## src/vmcc_pkg.sv

```systemverilog
// vmcc_pkg: register map, field layout, reset values and timing counts of the chopper config block
// assumes: one 100 MHz clock, 32-bit avalon-mm slave with byte addresses
package vmcc_pkg;

  // ----------------------------------------------------------------
  // register byte offsets
  // ----------------------------------------------------------------
  localparam logic [4:0] VMCC_OFS_GLOBAL   = 5'h00;
  localparam logic [4:0] VMCC_OFS_VELLIM   = 5'h04;
  localparam logic [4:0] VMCC_OFS_AMPL     = 5'h08;
  localparam logic [4:0] VMCC_OFS_DRIVER   = 5'h0c;
  localparam logic [4:0] VMCC_OFS_STANDBY  = 5'h10;
  localparam logic [4:0] VMCC_OFS_STATUS   = 5'h14;

  // ----------------------------------------------------------------
  // global_config field positions
  // ----------------------------------------------------------------
  localparam int VMCC_B_DISABLE   = 0;
  localparam int VMCC_B_AUTOSCALE = 1;
  localparam int VMCC_B_AUTOGRAD  = 2;
  localparam int VMCC_F_RATE      = 4;
  localparam int VMCC_F_STANDOPT  = 6;
  localparam int VMCC_F_LIMIT     = 8;
  localparam int VMCC_F_REGCOEF   = 12;
  // driver, standby and amplitude gradient fields
  localparam int VMCC_F_OFFTIME   = 0;
  localparam int VMCC_F_BLANK     = 4;
  localparam int VMCC_F_HOLDCUR   = 8;
  localparam int VMCC_F_PDDELAY   = 0;
  localparam int VMCC_F_HRDELAY   = 8;
  localparam int VMCC_F_GRAD      = 8;
  // status fields
  localparam int VMCC_F_ST_OFS    = 8;
  localparam int VMCC_F_ST_GRAD   = 16;
  localparam int VMCC_B_ST_VMODE  = 24;
  localparam int VMCC_B_ST_STAND  = 25;

  // ----------------------------------------------------------------
  // reset values
  // ----------------------------------------------------------------
  localparam logic [3:0] VMCC_RST_LIMIT   = 4'hc;
  localparam logic [3:0] VMCC_RST_REGCOEF = 4'h4;
  localparam logic [7:0] VMCC_RST_OFS     = 8'h1e;
  localparam logic [7:0] VMCC_RST_GRAD    = 8'h00;
  localparam logic [1:0] VMCC_RST_BLANK   = 2'h1;

  // ----------------------------------------------------------------
  // timing: pwm periods in clocks, f_pwm = 2/period, and blank times
  // ----------------------------------------------------------------
  localparam logic [10:0] VMCC_PER0 = 11'd1024;
  localparam logic [10:0] VMCC_PER1 = 11'd683;
  localparam logic [10:0] VMCC_PER2 = 11'd512;
  localparam logic [10:0] VMCC_PER3 = 11'd410;
  localparam logic [5:0]  VMCC_BLANK0 = 6'd16;
  localparam logic [5:0]  VMCC_BLANK1 = 6'd24;
  localparam logic [5:0]  VMCC_BLANK2 = 6'd36;
  localparam logic [5:0]  VMCC_BLANK3 = 6'd54;
  localparam int VMCC_CLK_MHZ         = 100;
  localparam int VMCC_STANDBY_TICK_US = 2621;
  localparam int VMCC_STANDBY_TICK    = VMCC_STANDBY_TICK_US * VMCC_CLK_MHZ;

  typedef enum logic [1:0] {
    VMCC_SS_RUN  = 2'b00,
    VMCC_SS_WAIT = 2'b01,
    VMCC_SS_HOLD = 2'b11
  } vmcc_ss_t;

  typedef enum logic [1:0] {
    VMCC_OPT_NORMAL = 2'h0,
    VMCC_OPT_FREE   = 2'h1,
    VMCC_OPT_LOWSHT = 2'h2,
    VMCC_OPT_HIGHSHT = 2'h3
  } vmcc_opt_t;

endpackage

```

## src/vmcc_top.sv

```systemverilog
// vmcc_top: voltage-mode chopper configuration, regulation and bridge control
// assumes: avalon-mm master on the same clock; pins spread and comparator are asynchronous
`timescale 1ns/10ps
`default_nettype none
module vmcc_top
  import vmcc_pkg::*;
#(
  parameter int STANDBY_TICK = VMCC_STANDBY_TICK
)(
  input  wire logic        clock,
  input  wire logic        rst,
  input  wire logic        clk_en,
  input  wire logic [4:0]  avs_address,
  input  wire logic        avs_read,
  input  wire logic        avs_write,
  input  wire logic [31:0] avs_writedata,
  input  wire logic [3:0]  avs_byteenable,
  output logic [31:0]      avs_readdata,
  output logic             avs_waitrequest,
  input  wire logic        spread_pin,
  input  wire logic        current_low_pin,
  input  wire logic [19:0] microstep_interval,
  input  wire logic        fullstep_strobe,
  input  wire logic        motor_standstill,
  input  wire logic [4:0]  run_current,
  output logic             coil_a_high,
  output logic             coil_a_low,
  output logic             coil_b_high,
  output logic             coil_b_low,
  output logic             voltage_mode_active,
  output logic             comparator_masked,
  output logic [7:0]       pwm_amplitude
);
  if (STANDBY_TICK < 2 || STANDBY_TICK > 32'h00ffffff) begin : g_chk
    $error("vmcc_top: STANDBY_TICK out of range");
  end

  function automatic logic [7:0] sat8(input logic [9:0] v);
    return (v > 10'd255) ? 8'hff : v[7:0];
  endfunction

  // ----------------------------------------------------------------
  // pin synchronisers
  // ----------------------------------------------------------------
  logic [1:0] pin_in, sync1_reg, sync2_reg;
  assign pin_in = {current_low_pin, spread_pin};
  for (genvar i = 0; i < 2; i++) begin : g_sync
    always_ff @(posedge clock) begin
      if (rst) begin
        sync1_reg[i] <= 1'b0;
        sync2_reg[i] <= 1'b0;
      end else if (clk_en) begin
        sync1_reg[i] <= pin_in[i];
        sync2_reg[i] <= sync1_reg[i];
      end
    end
  end

  // ----------------------------------------------------------------
  // register file and bus slave
  // ----------------------------------------------------------------
  logic [31:0] gcfg_reg, gcfg_next, vlim_reg, vlim_next, ampl_reg, ampl_next;
  logic [31:0] drv_reg, drv_next, stby_reg, stby_next, rdata_next, status;
  logic        wait_reg, wait_next, take;
  logic [7:0]  corr_reg, tofs_reg, tgrad_reg;
  logic        standing;

  function automatic logic [31:0] merge(input logic [31:0] old, input logic [31:0] wd,
                                        input logic [3:0] be, input logic [31:0] mask);
    logic [31:0] r;
    r = old;
    for (int b = 0; b < 4; b++) if (be[b]) r[b*8 +: 8] = wd[b*8 +: 8];
    return r & mask;
  endfunction

  assign take = (avs_read || avs_write) && !wait_reg;
  assign status = {6'h00, standing, voltage_mode_active, tgrad_reg, tofs_reg, corr_reg};

  always_comb begin
    gcfg_next  = gcfg_reg;
    vlim_next  = vlim_reg;
    ampl_next  = ampl_reg;
    drv_next   = drv_reg;
    stby_next  = stby_reg;
    wait_next  = !((avs_read || avs_write) && wait_reg);
    rdata_next = avs_readdata;
    if (avs_read && wait_reg) begin
      case (avs_address)
        VMCC_OFS_GLOBAL:  rdata_next = gcfg_reg;
        VMCC_OFS_VELLIM:  rdata_next = vlim_reg;
        VMCC_OFS_AMPL:    rdata_next = ampl_reg;
        VMCC_OFS_DRIVER:  rdata_next = drv_reg;
        VMCC_OFS_STANDBY: rdata_next = stby_reg;
        VMCC_OFS_STATUS:  rdata_next = status;
        default:          rdata_next = 32'h0000_0000;
      endcase
    end
    if (take && avs_write) begin
      case (avs_address)
        VMCC_OFS_GLOBAL:  gcfg_next = merge(gcfg_reg, avs_writedata, avs_byteenable, 32'h0000_fff7);
        VMCC_OFS_VELLIM:  vlim_next = merge(vlim_reg, avs_writedata, avs_byteenable, 32'h000f_ffff);
        VMCC_OFS_AMPL:    ampl_next = merge(ampl_reg, avs_writedata, avs_byteenable, 32'h0000_ffff);
        VMCC_OFS_DRIVER:  drv_next  = merge(drv_reg, avs_writedata, avs_byteenable, 32'h0000_1f3f);
        VMCC_OFS_STANDBY: stby_next = merge(stby_reg, avs_writedata, avs_byteenable, 32'h0000_0fff);
        default:          ;
      endcase
    end
  end

  always_ff @(posedge clock) begin
    if (rst) begin
      gcfg_reg <= {16'h0000, VMCC_RST_REGCOEF, VMCC_RST_LIMIT, 8'h00};
      vlim_reg <= 32'h0000_0000;
      ampl_reg <= {16'h0000, VMCC_RST_GRAD, VMCC_RST_OFS};
      drv_reg  <= {26'h0000000, VMCC_RST_BLANK, 4'h0};
      stby_reg <= 32'h0000_0000;
      wait_reg <= 1'b1;
      avs_readdata <= 32'h0000_0000;
    end else if (clk_en) begin
      gcfg_reg <= gcfg_next;
      vlim_reg <= vlim_next;
      ampl_reg <= ampl_next;
      drv_reg  <= drv_next;
      stby_reg <= stby_next;
      wait_reg <= wait_next;
      avs_readdata <= rdata_next;
    end
  end
  assign avs_waitrequest = wait_reg;

  // field views
  logic       f_dis, f_auto, f_agrad;
  logic [1:0] f_rate, f_opt, f_blank;
  logic [3:0] f_lim, f_coef, f_off_time, f_hrd;
  logic [7:0] f_ofs, f_grad, f_pdd;
  logic [4:0] f_hold;
  assign f_dis   = gcfg_reg[VMCC_B_DISABLE];
  assign f_auto  = gcfg_reg[VMCC_B_AUTOSCALE];
  assign f_agrad = gcfg_reg[VMCC_B_AUTOGRAD];
  assign f_rate  = gcfg_reg[VMCC_F_RATE +: 2];
  assign f_opt   = gcfg_reg[VMCC_F_STANDOPT +: 2];
  assign f_lim   = gcfg_reg[VMCC_F_LIMIT +: 4];
  assign f_coef  = gcfg_reg[VMCC_F_REGCOEF +: 4];
  assign f_ofs   = ampl_reg[7:0];
  assign f_grad  = ampl_reg[VMCC_F_GRAD +: 8];
  assign f_off_time  = drv_reg[VMCC_F_OFFTIME +: 4];
  assign f_blank = drv_reg[VMCC_F_BLANK +: 2];
  assign f_hold  = drv_reg[VMCC_F_HOLDCUR +: 5];
  assign f_pdd   = stby_reg[VMCC_F_PDDELAY +: 8];
  assign f_hrd   = stby_reg[VMCC_F_HRDELAY +: 4];

  // ----------------------------------------------------------------
  // mode selection and standstill sequencing
  // ----------------------------------------------------------------
  logic       eff_dis, drv_on, vmode_now, limit_reg, limit_next;
  vmcc_ss_t   ss_reg, ss_next;
  logic [24:0] pre_reg, pre_next;
  logic [8:0]  tick_cnt_reg, tick_cnt_next;
  assign eff_dis   = f_dis ^ sync2_reg[0];
  assign drv_on    = (f_off_time != 4'h0);
  assign vmode_now = !eff_dis && drv_on && (microstep_interval >= vlim_reg[19:0]);
  assign standing  = (ss_reg == VMCC_SS_HOLD);

  always_comb begin
    ss_next       = ss_reg;
    pre_next      = pre_reg;
    tick_cnt_next = tick_cnt_reg;
    // re-entry from current mode starts a limited window until the next fullstep
    limit_next    = (vmode_now && !voltage_mode_active) || (limit_reg && !fullstep_strobe);
    case (ss_reg)
      VMCC_SS_RUN: begin
        pre_next      = 25'd0;
        tick_cnt_next = 9'd0;
        if (motor_standstill && f_hold == 5'd0 && vmode_now) ss_next = VMCC_SS_WAIT;
      end
      VMCC_SS_WAIT: begin
        if (!motor_standstill || f_hold != 5'd0 || !vmode_now) ss_next = VMCC_SS_RUN;
        else if (tick_cnt_reg >= {1'b0, f_pdd} + {5'h00, f_hrd}) ss_next = VMCC_SS_HOLD;
        else if (pre_reg >= 25'(STANDBY_TICK - 1)) begin
          pre_next      = 25'd0;
          tick_cnt_next = tick_cnt_reg + 9'd1;
        end else pre_next = pre_reg + 25'd1;
      end
      VMCC_SS_HOLD: begin
        if (!motor_standstill || f_hold != 5'd0 || !vmode_now) ss_next = VMCC_SS_RUN;
      end
      default: ss_next = VMCC_SS_RUN;
    endcase
  end

  always_ff @(posedge clock) begin
    if (rst) begin
      ss_reg       <= VMCC_SS_RUN;
      pre_reg      <= 25'd0;
      tick_cnt_reg <= 9'd0;
      limit_reg    <= 1'b0;
    end else if (clk_en) begin
      ss_reg       <= ss_next;
      pre_reg      <= pre_next;
      tick_cnt_reg <= tick_cnt_next;
      limit_reg    <= limit_next;
    end
  end

  // ----------------------------------------------------------------
  // amplitude regulation and tuning
  // ----------------------------------------------------------------
  logic [8:0]  corr2_reg, corr2_next;
  logic [7:0]  tofs_next, tgrad_next, corr_next, ofs_term, grad_use, amp_ff, amp_sel, cap;
  logic [12:0] ofs_prod;
  logic [7:0]  amp_next;
  logic        cur_low;
  assign cur_low = sync2_reg[1];

  always_comb begin
    corr2_next = corr2_reg;
    tofs_next  = tofs_reg;
    tgrad_next = tgrad_reg;
    if (!f_auto || !voltage_mode_active) begin
      if (!f_auto) begin
        tofs_next  = f_ofs;
        tgrad_next = f_grad;
      end
    end else if (fullstep_strobe && !standing) begin
      // gain in half steps: coefficient n adds n/2 per fullstep
      if (cur_low) corr2_next = (corr2_reg > 9'h1ff - {5'h00, f_coef}) ? 9'h1ff
                                : corr2_reg + {5'h00, f_coef};
      else corr2_next = (corr2_reg < {5'h00, f_coef}) ? 9'h000
                        : corr2_reg - {5'h00, f_coef};
      if (motor_standstill) tofs_next = cur_low ? sat8({2'b00, tofs_reg} + 10'd1)
                                        : ((tofs_reg == 8'h00) ? 8'h00 : tofs_reg - 8'h01);
      else if (f_agrad) tgrad_next = cur_low ? sat8({2'b00, tgrad_reg} + 10'd1)
                                     : ((tgrad_reg == 8'h00) ? 8'h00 : tgrad_reg - 8'h01);
    end
    corr_next = corr2_next[8:1];
    ofs_prod  = {5'h00, (f_auto ? tofs_reg : f_ofs)} * {8'h00, run_current} + 13'h0000;
    ofs_term  = (f_ofs == 8'h00) ? 8'h00 : ofs_prod[12:5];
    grad_use  = (f_auto && f_agrad) ? tgrad_reg : f_grad;
    amp_ff    = sat8({2'b00, ofs_term} + {2'b00, grad_use});
    amp_sel   = f_auto ? sat8({2'b00, amp_ff} + {2'b00, corr_reg}) : amp_ff;
    cap       = {f_lim, 4'h0};
    amp_next  = (limit_reg && amp_sel > cap) ? cap : amp_sel;
  end

  always_ff @(posedge clock) begin
    if (rst) begin
      corr2_reg     <= 9'd0;
      corr_reg      <= 8'h00;
      tofs_reg      <= VMCC_RST_OFS;
      tgrad_reg     <= VMCC_RST_GRAD;
      pwm_amplitude <= 8'h00;
    end else if (clk_en) begin
      corr2_reg     <= corr2_next;
      corr_reg      <= corr_next;
      tofs_reg      <= tofs_next;
      tgrad_reg     <= tgrad_next;
      pwm_amplitude <= amp_next;
    end
  end

  // ----------------------------------------------------------------
  // pwm, blanking and bridge outputs
  // ----------------------------------------------------------------
  logic pwm_level, blank_int;
  logic [3:0] bridge_next;

  vmcc_pwm_timebase u_pwm (
    .clock     (clock),
    .rst       (rst),
    .clk_en    (clk_en),
    .rate_sel  (f_rate),
    .amplitude (pwm_amplitude),
    .pwm_level (pwm_level),
    .pwm_tick  ()
  );

  vmcc_blank_timer u_blank (
    .clock        (clock),
    .rst          (rst),
    .clk_en       (clk_en),
    .blank_sel    (f_blank),
    .switch_event (pwm_level != coil_a_high && voltage_mode_active),
    .masked       (blank_int)
  );

  always_comb begin
    // order: a_high, a_low, b_high, b_low
    if (!drv_on || !voltage_mode_active) bridge_next = 4'h0;
    else if (standing) begin
      case (vmcc_opt_t'(f_opt))
        VMCC_OPT_FREE:    bridge_next = 4'h0;
        VMCC_OPT_LOWSHT:  bridge_next = 4'h5;
        VMCC_OPT_HIGHSHT: bridge_next = 4'ha;
        default:          bridge_next = {pwm_level, !pwm_level, pwm_level, !pwm_level};
      endcase
    end else bridge_next = {pwm_level, !pwm_level, pwm_level, !pwm_level};
  end

  always_ff @(posedge clock) begin
    if (rst) begin
      {coil_a_high, coil_a_low, coil_b_high, coil_b_low} <= 4'h0;
      voltage_mode_active <= 1'b0;
      comparator_masked   <= 1'b0;
    end else if (clk_en) begin
      {coil_a_high, coil_a_low, coil_b_high, coil_b_low} <= bridge_next;
      voltage_mode_active <= vmode_now;
      comparator_masked   <= blank_int;
    end
  end
endmodule // vmcc_top
`default_nettype wire

```

## src/vmcc_pwm_timebase.sv

```systemverilog
// vmcc_pwm_timebase: triangle counter for the voltage pwm and its comparator
// assumes: same clock and clock enable as the parent; amplitude is registered
`timescale 1ns/10ps
`default_nettype none
module vmcc_pwm_timebase
  import vmcc_pkg::*;
(
  input  wire logic       clock,
  input  wire logic       rst,
  input  wire logic       clk_en,
  input  wire logic [1:0] rate_sel,
  input  wire logic [7:0] amplitude,
  output logic            pwm_level,
  output logic            pwm_tick
);
  logic [10:0] cnt_reg, cnt_next, period, half, tri_val;
  logic [18:0] thresh;

  // one pwm_level period spans a whole count, so pwm_level runs at half f_pwm
  always_comb begin
    case (rate_sel)
      2'h0:    period = VMCC_PER0;
      2'h1:    period = VMCC_PER1;
      2'h2:    period = VMCC_PER2;
      default: period = VMCC_PER3;
    endcase
    half     = period >> 1;
    cnt_next = (cnt_reg >= period - 11'd1) ? 11'd0 : cnt_reg + 11'd1;
    tri_val  = (cnt_reg < half) ? cnt_reg : period - 11'd1 - cnt_reg;
    thresh   = 19'({8'h00, amplitude} * {8'h00, half}) >> 8;
  end

  always_ff @(posedge clock) begin
    if (rst) begin
      cnt_reg   <= 11'd0;
      pwm_level <= 1'b0;
      pwm_tick  <= 1'b0;
    end else if (clk_en) begin
      cnt_reg   <= cnt_next;
      pwm_level <= ({8'h00, tri_val} < thresh);
      pwm_tick  <= (cnt_reg == 11'd0) || (cnt_reg == half);
    end
  end
endmodule // vmcc_pwm_timebase
`default_nettype wire

```

## src/vmcc_blank_timer.sv

```systemverilog
// vmcc_blank_timer: masks the current comparator after each switching event
// assumes: event is a one-cycle pulse in the parent's clock domain
`timescale 1ns/10ps
`default_nettype none
module vmcc_blank_timer
  import vmcc_pkg::*;
(
  input  wire logic       clock,
  input  wire logic       rst,
  input  wire logic       clk_en,
  input  wire logic [1:0] blank_sel,
  input  wire logic       switch_event,
  output logic            masked
);
  logic [5:0] cnt_reg, cnt_next, load;

  always_comb begin
    case (blank_sel)
      2'h0:    load = VMCC_BLANK0;
      2'h1:    load = VMCC_BLANK1;
      2'h2:    load = VMCC_BLANK2;
      default: load = VMCC_BLANK3;
    endcase
    if (switch_event) cnt_next = load;
    else if (cnt_reg != 6'd0) cnt_next = cnt_reg - 6'd1;
    else cnt_next = cnt_reg;
  end

  always_ff @(posedge clock) begin
    if (rst) cnt_reg <= 6'd0;
    else if (clk_en) cnt_reg <= cnt_next;
  end

  assign masked = (cnt_reg != 6'd0);
endmodule // vmcc_blank_timer
`default_nettype wire

```

## config.mk

```make
export PLATFORM = sky130hd
export DESIGN_NAME = vmcc_top
export DESIGN_NICKNAME = d
export VERILOG_FILES = /design/src/vmcc_pkg.sv /design/src/vmcc_top.sv /design/src/vmcc_pwm_timebase.sv /design/src/vmcc_blank_timer.sv
export SDC_FILE = /design/constraint.sdc
export NUM_CORES = 1
export LEC_CHECK = 0
export BUFFER_PORTS_ARGS = -buffer_cell sky130_fd_sc_hd__buf_2
export CAP_MARGIN = 20
export CORE_UTILIZATION = 56
export DETAILED_ROUTE_END_ITERATION = 10
export HOLD_SLACK_MARGIN = 0.1
export PLACE_DENSITY_LB_ADDON = 0.15
export SLEW_MARGIN = 0
export SYNTH_ARGS = -nofsm -noshare
export SYNTH_HDL_FRONTEND = slang
export SYNTH_SLANG_ARGS = --single-unit
```

## constraint.sdc

```tcl
create_clock -name clock -period 9 [get_ports clock]
set_clock_uncertainty 0.05 [all_clocks]
set_input_delay 0 -clock clock [delete_from_list [all_inputs] [get_ports clock]]
set_output_delay 0 -clock clock [all_outputs]
set_load 0.03 [all_outputs]
```

==> flow_summary.yaml, run 1 <==
hold_path:
  hold_path.class: "in2reg"
power_and_ir_drop:
  p_comb_share_pct: 23.4
  vdd_drop_max_mv: 0.143
  p_leak_uw: 0.00789
  switchingPower_uw: 764
  p_per_area_nw_per_um2: 127
  p_clk_share_pct: 35.7
  power_frac_seq_pct: 40.9
  switching_share_pct: 33.3
  p_int_uw: 1530
yosys:
  synth_top_area_cell: "dfxtp_1"
  ys_types: 91
  syn_inst: 1989
  yosys_warnings: 0
  synthTopCellsByArea: "dfxtp_1 25%, ha_1 13%, fa_1 6.8%"
  synth_edf_count: 0
  syn_area_per_cell_um2: 8.09
  ys_ff_latch: 197
  async_flop_share_pct: 0
  ys.flop_type: "dfxtp_1"
  synth_area_um2: 16100
  yosysSeqAreaShare_pct: 24.5
  synth_top_area_share_pct: 24.5
cts:
  cts-root-buf: "clkbuf_16"
  clk_latency_ns: 0.47
  clock_path_buffers: 2
  htreeDepth: 4
  cts_tree: "built"
  path_clk_slew_ns: 0.08
  cts_buffers: 17
  cts_sinks: 197
sta:
  min_period_over_period_pct: 94.2
  timing.fmax_ghz: 0.118
  setup-violations-final: 0
  rsz0062_at_grt: "no"
  worstMarginPinSlew_ns: 1.04
  slew_headroom_pct: 30.6
  finalCriticalPeriod_ns: 8.48
  drv_slew: 0
  finalHoldViolCount: 0
  tns_ns: 0
  worst_hold_slack_ns: 0.106
global_route:
  use_met3_pct: 4.83
  use_met2_pct: 50.4
  antenna_found_initial: 0
  grt_usage_pct: 31.8
  grt_pass1_vias: 13900
  grt-busiest-layer: "met2"
  grtUsageMet1_pct: 42.9
  grt-ovfl-total: 0
  grt_pass1_wl_mm: 73.0
  grt_max_degree: 100
drt:
  drtPass1Iterations: 6
  antenna_left: 0
  wl_mm: 46.3
  viasPerCell: 6.05
  drc: 0
  drt_iter0_markers: 1589
  vias: 14900
  post_drt_wl_per_cell_um: 18.7
die:
  die_x_um: 171
  die_area_um2: 29400
  dieHeight_um: 171
  core-area_um2: 28000
  io_pins: 122
  num_rows: 61
  start_util_pct: 57.4
critical_path:
  critPathMostFrequentCell: "ha_1"
  slowest_stage: "fa_1"
  cp_max_fo: 8
  path_class: "reg2reg"
  max_stage_delay_ns: 0.55
  cp.required_ns: 9.32
  endpoint_kind: "flop"
  worstPathArrival_ns: 8.81
  worstSetupStartpointType: "flop"
status:
  outcome: "complete, no violations"
cells_and_area:
  fin_cells: 2471
  fin_nets: 2374
  drive_gt1_share_pct: 10.5
  layout_common_cells: "196 x dfxtp_1, 184 x nand2_1, 184 x nor2_1, 164 x ha_1, 157 x inv_1"
  final_core_util_pct: 64.2
  antenna_cells: 0
  largest_reg_flops: 26
  area_growth_pct: 11.8
  final_common_cell: "dfxtp_1"
placement:
  dp.cells: 2392
  hpwl_mm: 34.8
  gp_congestion: 0.942
  io_buffers: 102
job:
  max-cap-violations: 0
[path summary, 6_finish.rpt]
check                      to  slack, ns              from  cells past startpoint
max          pwm_amplitude[3]       0.52       gcfg_reg[1]                     32
min           avs_readdata[6]       0.11    avs_address[4]                      5
max reg2reg  pwm_amplitude[3]       0.52       gcfg_reg[1]                     32
min reg2reg  avs_readdata[22]       0.40  avs_readdata[22]                      2
[per-stage QoR]
stage / power (uW) / setup WS, ns / area, um2
finish: 2290 / 0.518 / 18000
global route: 2400 / 0.0372 / 18000
CTS: 2290 / 0.276 / 18000
detailed placement: 1470 / 0.350 / 16800
global placement: 1450 / 0.461 / 16800
floorplan: 1330 / 0.311 / 16100
[logic make-up (layout without fill, tap and decap cells)]
| kind of cell | Yosys count | in the layout | share of synthesized area (%) |
|---|---|---|---|
| and+or+nand+nor | 702 | 702 | 21.3 |
| AOI/OAI and AO/OA | 438 | 438 | 18.2 |
| buffers and inverters | 263 | 362 | 6.40 |
| adders and majority gates | 219 | 219 | 19.6 |
| DFF | 197 | 197 | 24.5 |
| xor gates and xnor gates | 84 | 84 | 4.57 |
| muxes | 84 | 84 | 5.37 |
| other | 2 | 7 | 0.0467 |
[what timing repair did]
action	in CTS	in global routing
setup buffers	0	0
resized for setup	0	7
endpoints found under the setup margin	0	8
hold buffers	47	0
endpoints found under the hold margin	96	0
[cells in the mapped netlist, types with 7 or more instances]
cell and count:
or2_2 14, mux2_2 18, or3_1 19, o21ai_0 69, dfxtp_1 197, a21o_1 19, nand3b_1 8, nand3_1 79
a211oi_1 28, nand2b_1 28, fa_1 55, nor3_1 37, a22oi_1 14, a31oi_1 9, nand2_1 184, xnor2_1 57
xor2_1 27, and3_1 20, nor2_1 184, a21oi_1 157, a221oi_1 17, ha_1 164, o21a_1 7, buf_4 8
nor2b_1 39, a21boi_0 8, a211o_1 8, clkbuf_1 87, nand4_1 20, inv_1 157, and2_1 35, o22ai_1 13
mux2i_1 66
[worst max-delay path, delay by kind of cell (launching register included)]
| kind | cells | cell delay [ns] |
|---|---|---|
| mux | 1 | 0.41 |
| flops | 1 | 0.35 |
| compound gates | 13 | 2.78 |
| xor+xnor | 2 | 0.32 |
| buf+inv | 2 | 0.24 |
| fa+ha+maj | 7 | 2.76 |
| simple gates | 7 | 1.47 |
[power groups by stage]
stage,Sequential (uW),Clock (uW),Combinational [uW]
CTS,935,827,529
finish,936,818,537
detailed placement,955,0,514
global route,939,862,594
global placement,955,0,498
floorplan,959,0,371
[cell type report]
class	instances	area [um2]
clock inverter	15	213
timing repair buffer	172	1160
tap	378	473
multi-input combinational	1534	11200
inverter	158	593
fill	2465	10000
sequential	197	3950
clock buffer	17	425
[layer usage]
layer | up-vias | share of wire (%)
met1 | 7068 | 43
met5 | - | 0
li1 | 7138 | -
met3 | 107 | 7.2
met2 | 636 | 46
met4 | 0 | 3.8
Power figures use the tool's default switching activity.
==> run 2, diff against run 1 <==
--- a/config.mk
+++ b/config.mk
@@ -11,6 +11,7 @@
 export DETAILED_ROUTE_END_ITERATION = 10
 export HOLD_SLACK_MARGIN = 0.1
 export PLACE_DENSITY_LB_ADDON = 0.15
+export RECOVER_POWER = 25
 export SLEW_MARGIN = 0
 export SYNTH_ARGS = -nofsm -noshare
 export SYNTH_HDL_FRONTEND = slang
==> run 2 against run 1 <==
Compared with the run above:
- the flow now finishes with violations (capacitance limit, slew limit)
- non-clock buffer count unchanged
- combinational power about the same
- count of clock-buffer cells in the layout unchanged
- highest routed layer unchanged
- hold slack better by 0.0013 ns
- via count about the same
- register-to-register slack about the same
- fmax down 0.13%
- global-route usage unchanged
- die area unchanged
- clock power about the same
- sequential power about the same
==> flow_summary.yaml, run 2 (synthesized netlist as in run 1, its figures left out) <==
die:
  die_x_um: 171
  core-area_um2: 28000
  die_area_um2: 29400
  io_pins: 122
  dieHeight_um: 171
  num_rows: 61
  start_util_pct: 57.4
drt:
  antenna_left: 0
  drc: 0
  vias: 14900
  wl_met3_mm: 3.34
  viasPerCell: 6.04
  post_drt_wl_per_cell_um: 18.8
  wl_met2_mm: 21.1
  wl_mm: 46.4
  drtPass1Iterations: 9
  met1Wirelength_mm: 20.3
  drt_iter0_markers: 1581
  top_layer: "met4"
status:
  violations: "capacitance limit, slew limit"
  outcome: "complete, but fails checks"
cells_and_area:
  final_common_cell: "dfxtp_1"
  nFillCells: 2488
  largest_reg_flops: 26
  layout_common_cells: "196 x dfxtp_1, 184 x nand2_1, 184 x nor2_1, 164 x ha_1, 157 x inv_1"
  multi_input_area_um2: 11200
  drive_gt1_share_pct: 8.41
  fin_cells: 2471
  final_core_util_pct: 64.0
  antenna_cells: 0
  fin_nets: 2374
  regArea_um2: 3950
  area_growth_pct: 11.4
power_and_ir_drop:
  total_power_uw: 2290
  vdd_drop_max_mv: 0.141
  power_frac_seq_pct: 40.9
  p_comb_share_pct: 23.3
  switching_share_pct: 33.4
  switchingPower_uw: 766
  p_per_area_nw_per_um2: 128
  p_leak_uw: 0.00771
  p_clk_share_pct: 35.8
  p_int_uw: 1520
cts:
  path_clk_slew_ns: 0.08
  cts_buffers: 17
  clk_latency_ns: 0.47
  clock_path_buffers: 2
  cts_tree: "built"
  htreeDepth: 4
  cts-root-buf: "clkbuf_16"
  cts_setup_buffers: 0
  cts_sinks: 197
hold_path:
  hold_path.class: "in2reg"
sta:
  tns_ns: 0
  timing.fmax_ghz: 0.118
  min_period_over_period_pct: 94.4
  rsz0062_at_grt: "no"
  worst_hold_slack_ns: 0.107
  slew_headroom_pct: -112
  worstMarginPinSlew_ns: 3.18
  drv_slew: 64
  finalCriticalPeriod_ns: 8.49
  finalHoldViolCount: 0
  setup-violations-final: 0
global_route:
  grt_pass1_wl_mm: 73.0
  antenna_found_initial: 0
  grt-ovfl-total: 0
  grt_usage_pct: 31.8
  grt_pass1_vias: 13900
  grt_max_degree: 100
placement:
  hpwl_mm: 34.8
  gp_congestion: 0.942
  io_buffers: 102
  dp.cells: 2392
critical_path:
  path_class: "reg2reg"
  max_stage_delay_ns: 0.55
  cp.required_ns: 9.32
  critPathMostFrequentCell: "ha_1"
  worstPathArrival_ns: 8.81
  slowest_stage: "fa_1"
  reg2reg_slack_ns: 0.51
  worstSetupStartpointType: "flop"
  cp_max_fo: 8
  critPathBufInv: 2
  endpoint_kind: "flop"
  critPathTopFamily: "compound AO/OA/AOI/OAI gates"
job:
  max-cap-violations: 1
-- run 2: cell count changes in the layout (fill, tap and decap cells not counted) --
cell      before  now
buf_4         24   22
clkbuf_1       0   44
buf_2        101   59
-- run 2: repair_timing --
action / 4_1_cts / 5_1_grt
resized for setup: 0 / 7
endpoints found under the setup margin: 0 / 8
endpoints found under the hold margin: 96 / 0
hold buffers: 47 / 0
-- run 2: path summary, 6_finish.rpt --
check | from | to | depth (start not counted)
max | gcfg_reg[1] | pwm_amplitude[3] | 32
min | avs_address[4] | avs_readdata[6] | 5
max reg2reg | gcfg_reg[1] | pwm_amplitude[3] | 32
min reg2reg | avs_readdata[20] | avs_readdata[20] | 2
-- run 2: cell type report --
class                   count  area share [%]
multi-input cells        1534            62.4
well taps                 378            2.64
clock buffers              17            2.37
inverters                 158            3.31
repair buffers            172            6.12
flip-flops and latches    197            22.0
clock inverters            15            1.19
-- run 2: worst reg2reg max path, delay by kind of cell (launching register included) --
| family | cells | cell delay [ns] |
|---|---|---|
| compound gates | 13 | 2.79 |
| fa+ha+maj | 7 | 2.76 |
| mux | 1 | 0.41 |
| simple gates | 7 | 1.47 |
| flops | 1 | 0.35 |
| buf+inv | 2 | 0.24 |
| xor+xnor | 2 | 0.32 |
-- run 2: metal layers --
layer  vias to the layer above  global-route usage, %
met5                         -                      0
met2                       603                   50.4
met3                       103                   4.83
met1                      7095                   42.9
met4                         0                   13.2
li1                       7135                      -
-- run 2: power groups by stage --
stage	clock network [uW]	logic, uW	registers [uW]
finish	819	534	937
global route	862	591	940
CTS	827	529	935
detailed placement	0	514	955
global placement	0	498	955
floorplan	0	371	959
-- run 2: metrics by stage --
| stage | area (um2) | setup slack (ns) |
|---|---|---|
| 6_report | 17900 | 0.507 |
| 5_1_grt | 17900 | 0.0372 |
| 4_1_cts | 18000 | 0.276 |
| 3_5_place_dp | 16800 | 0.350 |
| 3_3_place_gp | 16800 | 0.461 |
| 2_1_floorplan | 16100 | 0.311 |
==> run 3, diff against run 2 <==
--- a/config.mk
+++ b/config.mk
@@ -5,12 +5,12 @@
 export SDC_FILE = /design/constraint.sdc
 export NUM_CORES = 1
 export LEC_CHECK = 0
-export BUFFER_PORTS_ARGS = -buffer_cell sky130_fd_sc_hd__buf_2
 export CAP_MARGIN = 20
-export CORE_UTILIZATION = 56
+export CORE_UTILIZATION = 59
 export DETAILED_ROUTE_END_ITERATION = 10
+export DONT_BUFFER_PORTS = 1
 export HOLD_SLACK_MARGIN = 0.1
-export PLACE_DENSITY_LB_ADDON = 0.15
+export PLACE_DENSITY_LB_ADDON = 0.2
 export RECOVER_POWER = 25
 export SLEW_MARGIN = 0
 export SYNTH_ARGS = -nofsm -noshare
==> run 3 against run 2 <==
Compared with the run above:
- the run now ends clean
- sequential share of layout area is 0.21 points higher
- core utilization is 2.1 points higher
- highest routed layer is now met5
- die area is 5.0% lower
- largest cell class unchanged
==> flow_summary.yaml, run 3 (synthesized netlist as in run 1, its figures left out) <==
cts:
  clock_path_buffers: 2
  path_clk_slew_ns: 0.09
  cts_sinks: 197
  cts_tree: "built"
  clk_latency_ns: 0.46
  cts_buffers: 17
  htreeDepth: 4
  cts-root-buf: "clkbuf_16"
sta:
  setup-violations-final: 0
  timing.fmax_ghz: 0.117
  min_period_over_period_pct: 94.9
  slew_headroom_pct: 26.2
  setup_ws_ns: 0.461
  worstMarginPinSlew_ns: 1.11
  tns_ns: 0
  finalCriticalPeriod_ns: 8.54
  finalHoldViolCount: 0
  drv_slew: 0
  rsz0062_at_grt: "no"
cells_and_area:
  layout_common_cells: "196 x dfxtp_1, 184 x nand2_1, 184 x nor2_1, 164 x ha_1, 157 x inv_1"
  area_growth_pct: 10.4
  fin_nets: 2298
  drive_gt1_share_pct: 6.40
  fin_cells: 2359
  final_common_cell: "dfxtp_1"
  largest_reg_flops: 26
  stdcell_area_um2: 17800
critical_path:
  worstSetupStartpointType: "flop"
  critPathBufInv: 4
  cp_max_fo: 6
  cp.required_ns: 9.33
  worstPathArrival_ns: 8.87
  critPathTopFamily: "adder cells"
  max_stage_delay_ns: 0.55
  endpoint_kind: "flop"
  path_class: "reg2reg"
  slowest_stage: "fa_1"
global_route:
  grt_pass1_wl_mm: 74.1
  antenna_found_initial: 2
  grt-ovfl-total: 0
  grt_max_degree: 164
  grt_usage_pct: 33.2
  grt_pass1_vias: 14300
placement:
  dp.cells: 2251
  placed_cell_area_um2: 16300
  preCtsSetupSlack_ns: -0.0943
  io_buffers: 0
  gp_congestion: 0.959
  hpwl_mm: 33.8
status:
  outcome: "complete, no violations"
power_and_ir_drop:
  switching_share_pct: 34.6
  p_clk_share_pct: 36.7
  p_per_area_nw_per_um2: 129
  switchingPower_uw: 795
  vdd_drop_max_mv: 0.128
  p_leak_uw: 0.00758
  power_frac_seq_pct: 41.7
  total_power_uw: 2300
  p_int_uw: 1500
  p_comb_share_pct: 21.7
drt:
  drc: 0
  post_drt_wl_per_cell_um: 19.6
  viasPerCell: 6.28
  drtPass1Iterations: 5
  wl_mm: 46.3
  vias: 14800
  drt_iter0_markers: 1384
  antenna_left: 0
die:
  dieHeight_um: 167
  die_x_um: 167
  core-area_um2: 26900
  io_pins: 122
  die_area_um2: 27900
  num_rows: 60
  start_util_pct: 59.9
job:
  max-cap-violations: 0
hold_path:
  hold_path.class: "in2reg"
## run 3: cell types whose count changed in the layout (fill, tap and decap cells not counted), sizes merged
cell,previous run,this run
o21ai,74,75
clkinvlp,0,1
diode,0,1
buf,81,29
dlygate4sd3,47,65
clkbuf,61,18
bufinv,1,0
## run 3: final timing paths
| kind | from | to | slack (ns) | depth (start not counted) |
|---|---|---|---|---|
| worst min register to register | pre_reg[22] | pre_reg[22] | 0.43 | 2 |
| worst max-delay path | gcfg_reg[1] | pwm_amplitude[3] | 0.46 | 34 |
| worst min-delay path | avs_read | avs_readdata[24] | 0.08 | 3 |
| worst max register to register | gcfg_reg[1] | pwm_amplitude[3] | 0.46 | 34 |
## run 3: layout make-up
cell class	count	area, um2
diodes	1	2.50
clock buffers	17	425
clock inverters	15	226
fillers	2279	9120
inverters	158	593
multi-input cells	1535	11200
flip-flops and latches	197	3950
well taps	341	427
repair buffers	95	921
## run 3: metal layers
metal / track usage [%] / part of all wire [%] / routed length, um / vias up
met4: 15.5 / 4.4 / 2040 / 2
met3: 5.39 / 7.6 / 3530 / 136
met2: 53.1 / 46 / 21100 / 663
met5: 0 / 0.028 / 13 / -
met1: 43.7 / 42 / 19600 / 7015
li1: - / - / - / 6994
## run 3: worst register-to-register path, delay by kind of cell, from the launching register on
kind            cells  cell delay (ns)
fa+ha+maj           8             3.00
compound gates     12             2.68
simple gates        8             1.46
mux                 1             0.42
flops               1             0.39
buf+inv             4             0.34
xor+xnor            1             0.14
## run 3: power by group through the flow
stage / registers (uW) / logic [uW] / clock network [uW]
2_1_floorplan: 959 / 371 / 0
3_3_place_gp: 976 / 424 / 0
3_5_place_dp: 977 / 442 / 0
4_1_cts: 957 / 488 / 846
5_1_grt: 962 / 555 / 881
6_report: 958 / 498 / 843
## run 3: stage by stage
stage	hold slack (ns)	utilization, %
floorplan	0.0939	-
global placement	0.0416	60.5
detailed placement	0.0406	60.5
CTS	0.119	65.7
global route	0.128	66.1
finish	0.0796	66.1
## run 3: timing repair
| item | in CTS | in global routing |
|---|---|---|
| pin swaps | 0 | 7 |
| resized for setup | 2 | 12 |
| buffers inserted | 0 | 5 |
| gates cloned | 0 | 1 |
| setup endpoints to repair | 4 | 8 |
| hold buffers | 68 | 0 |
| endpoints found under the hold margin | 176 | 0 |
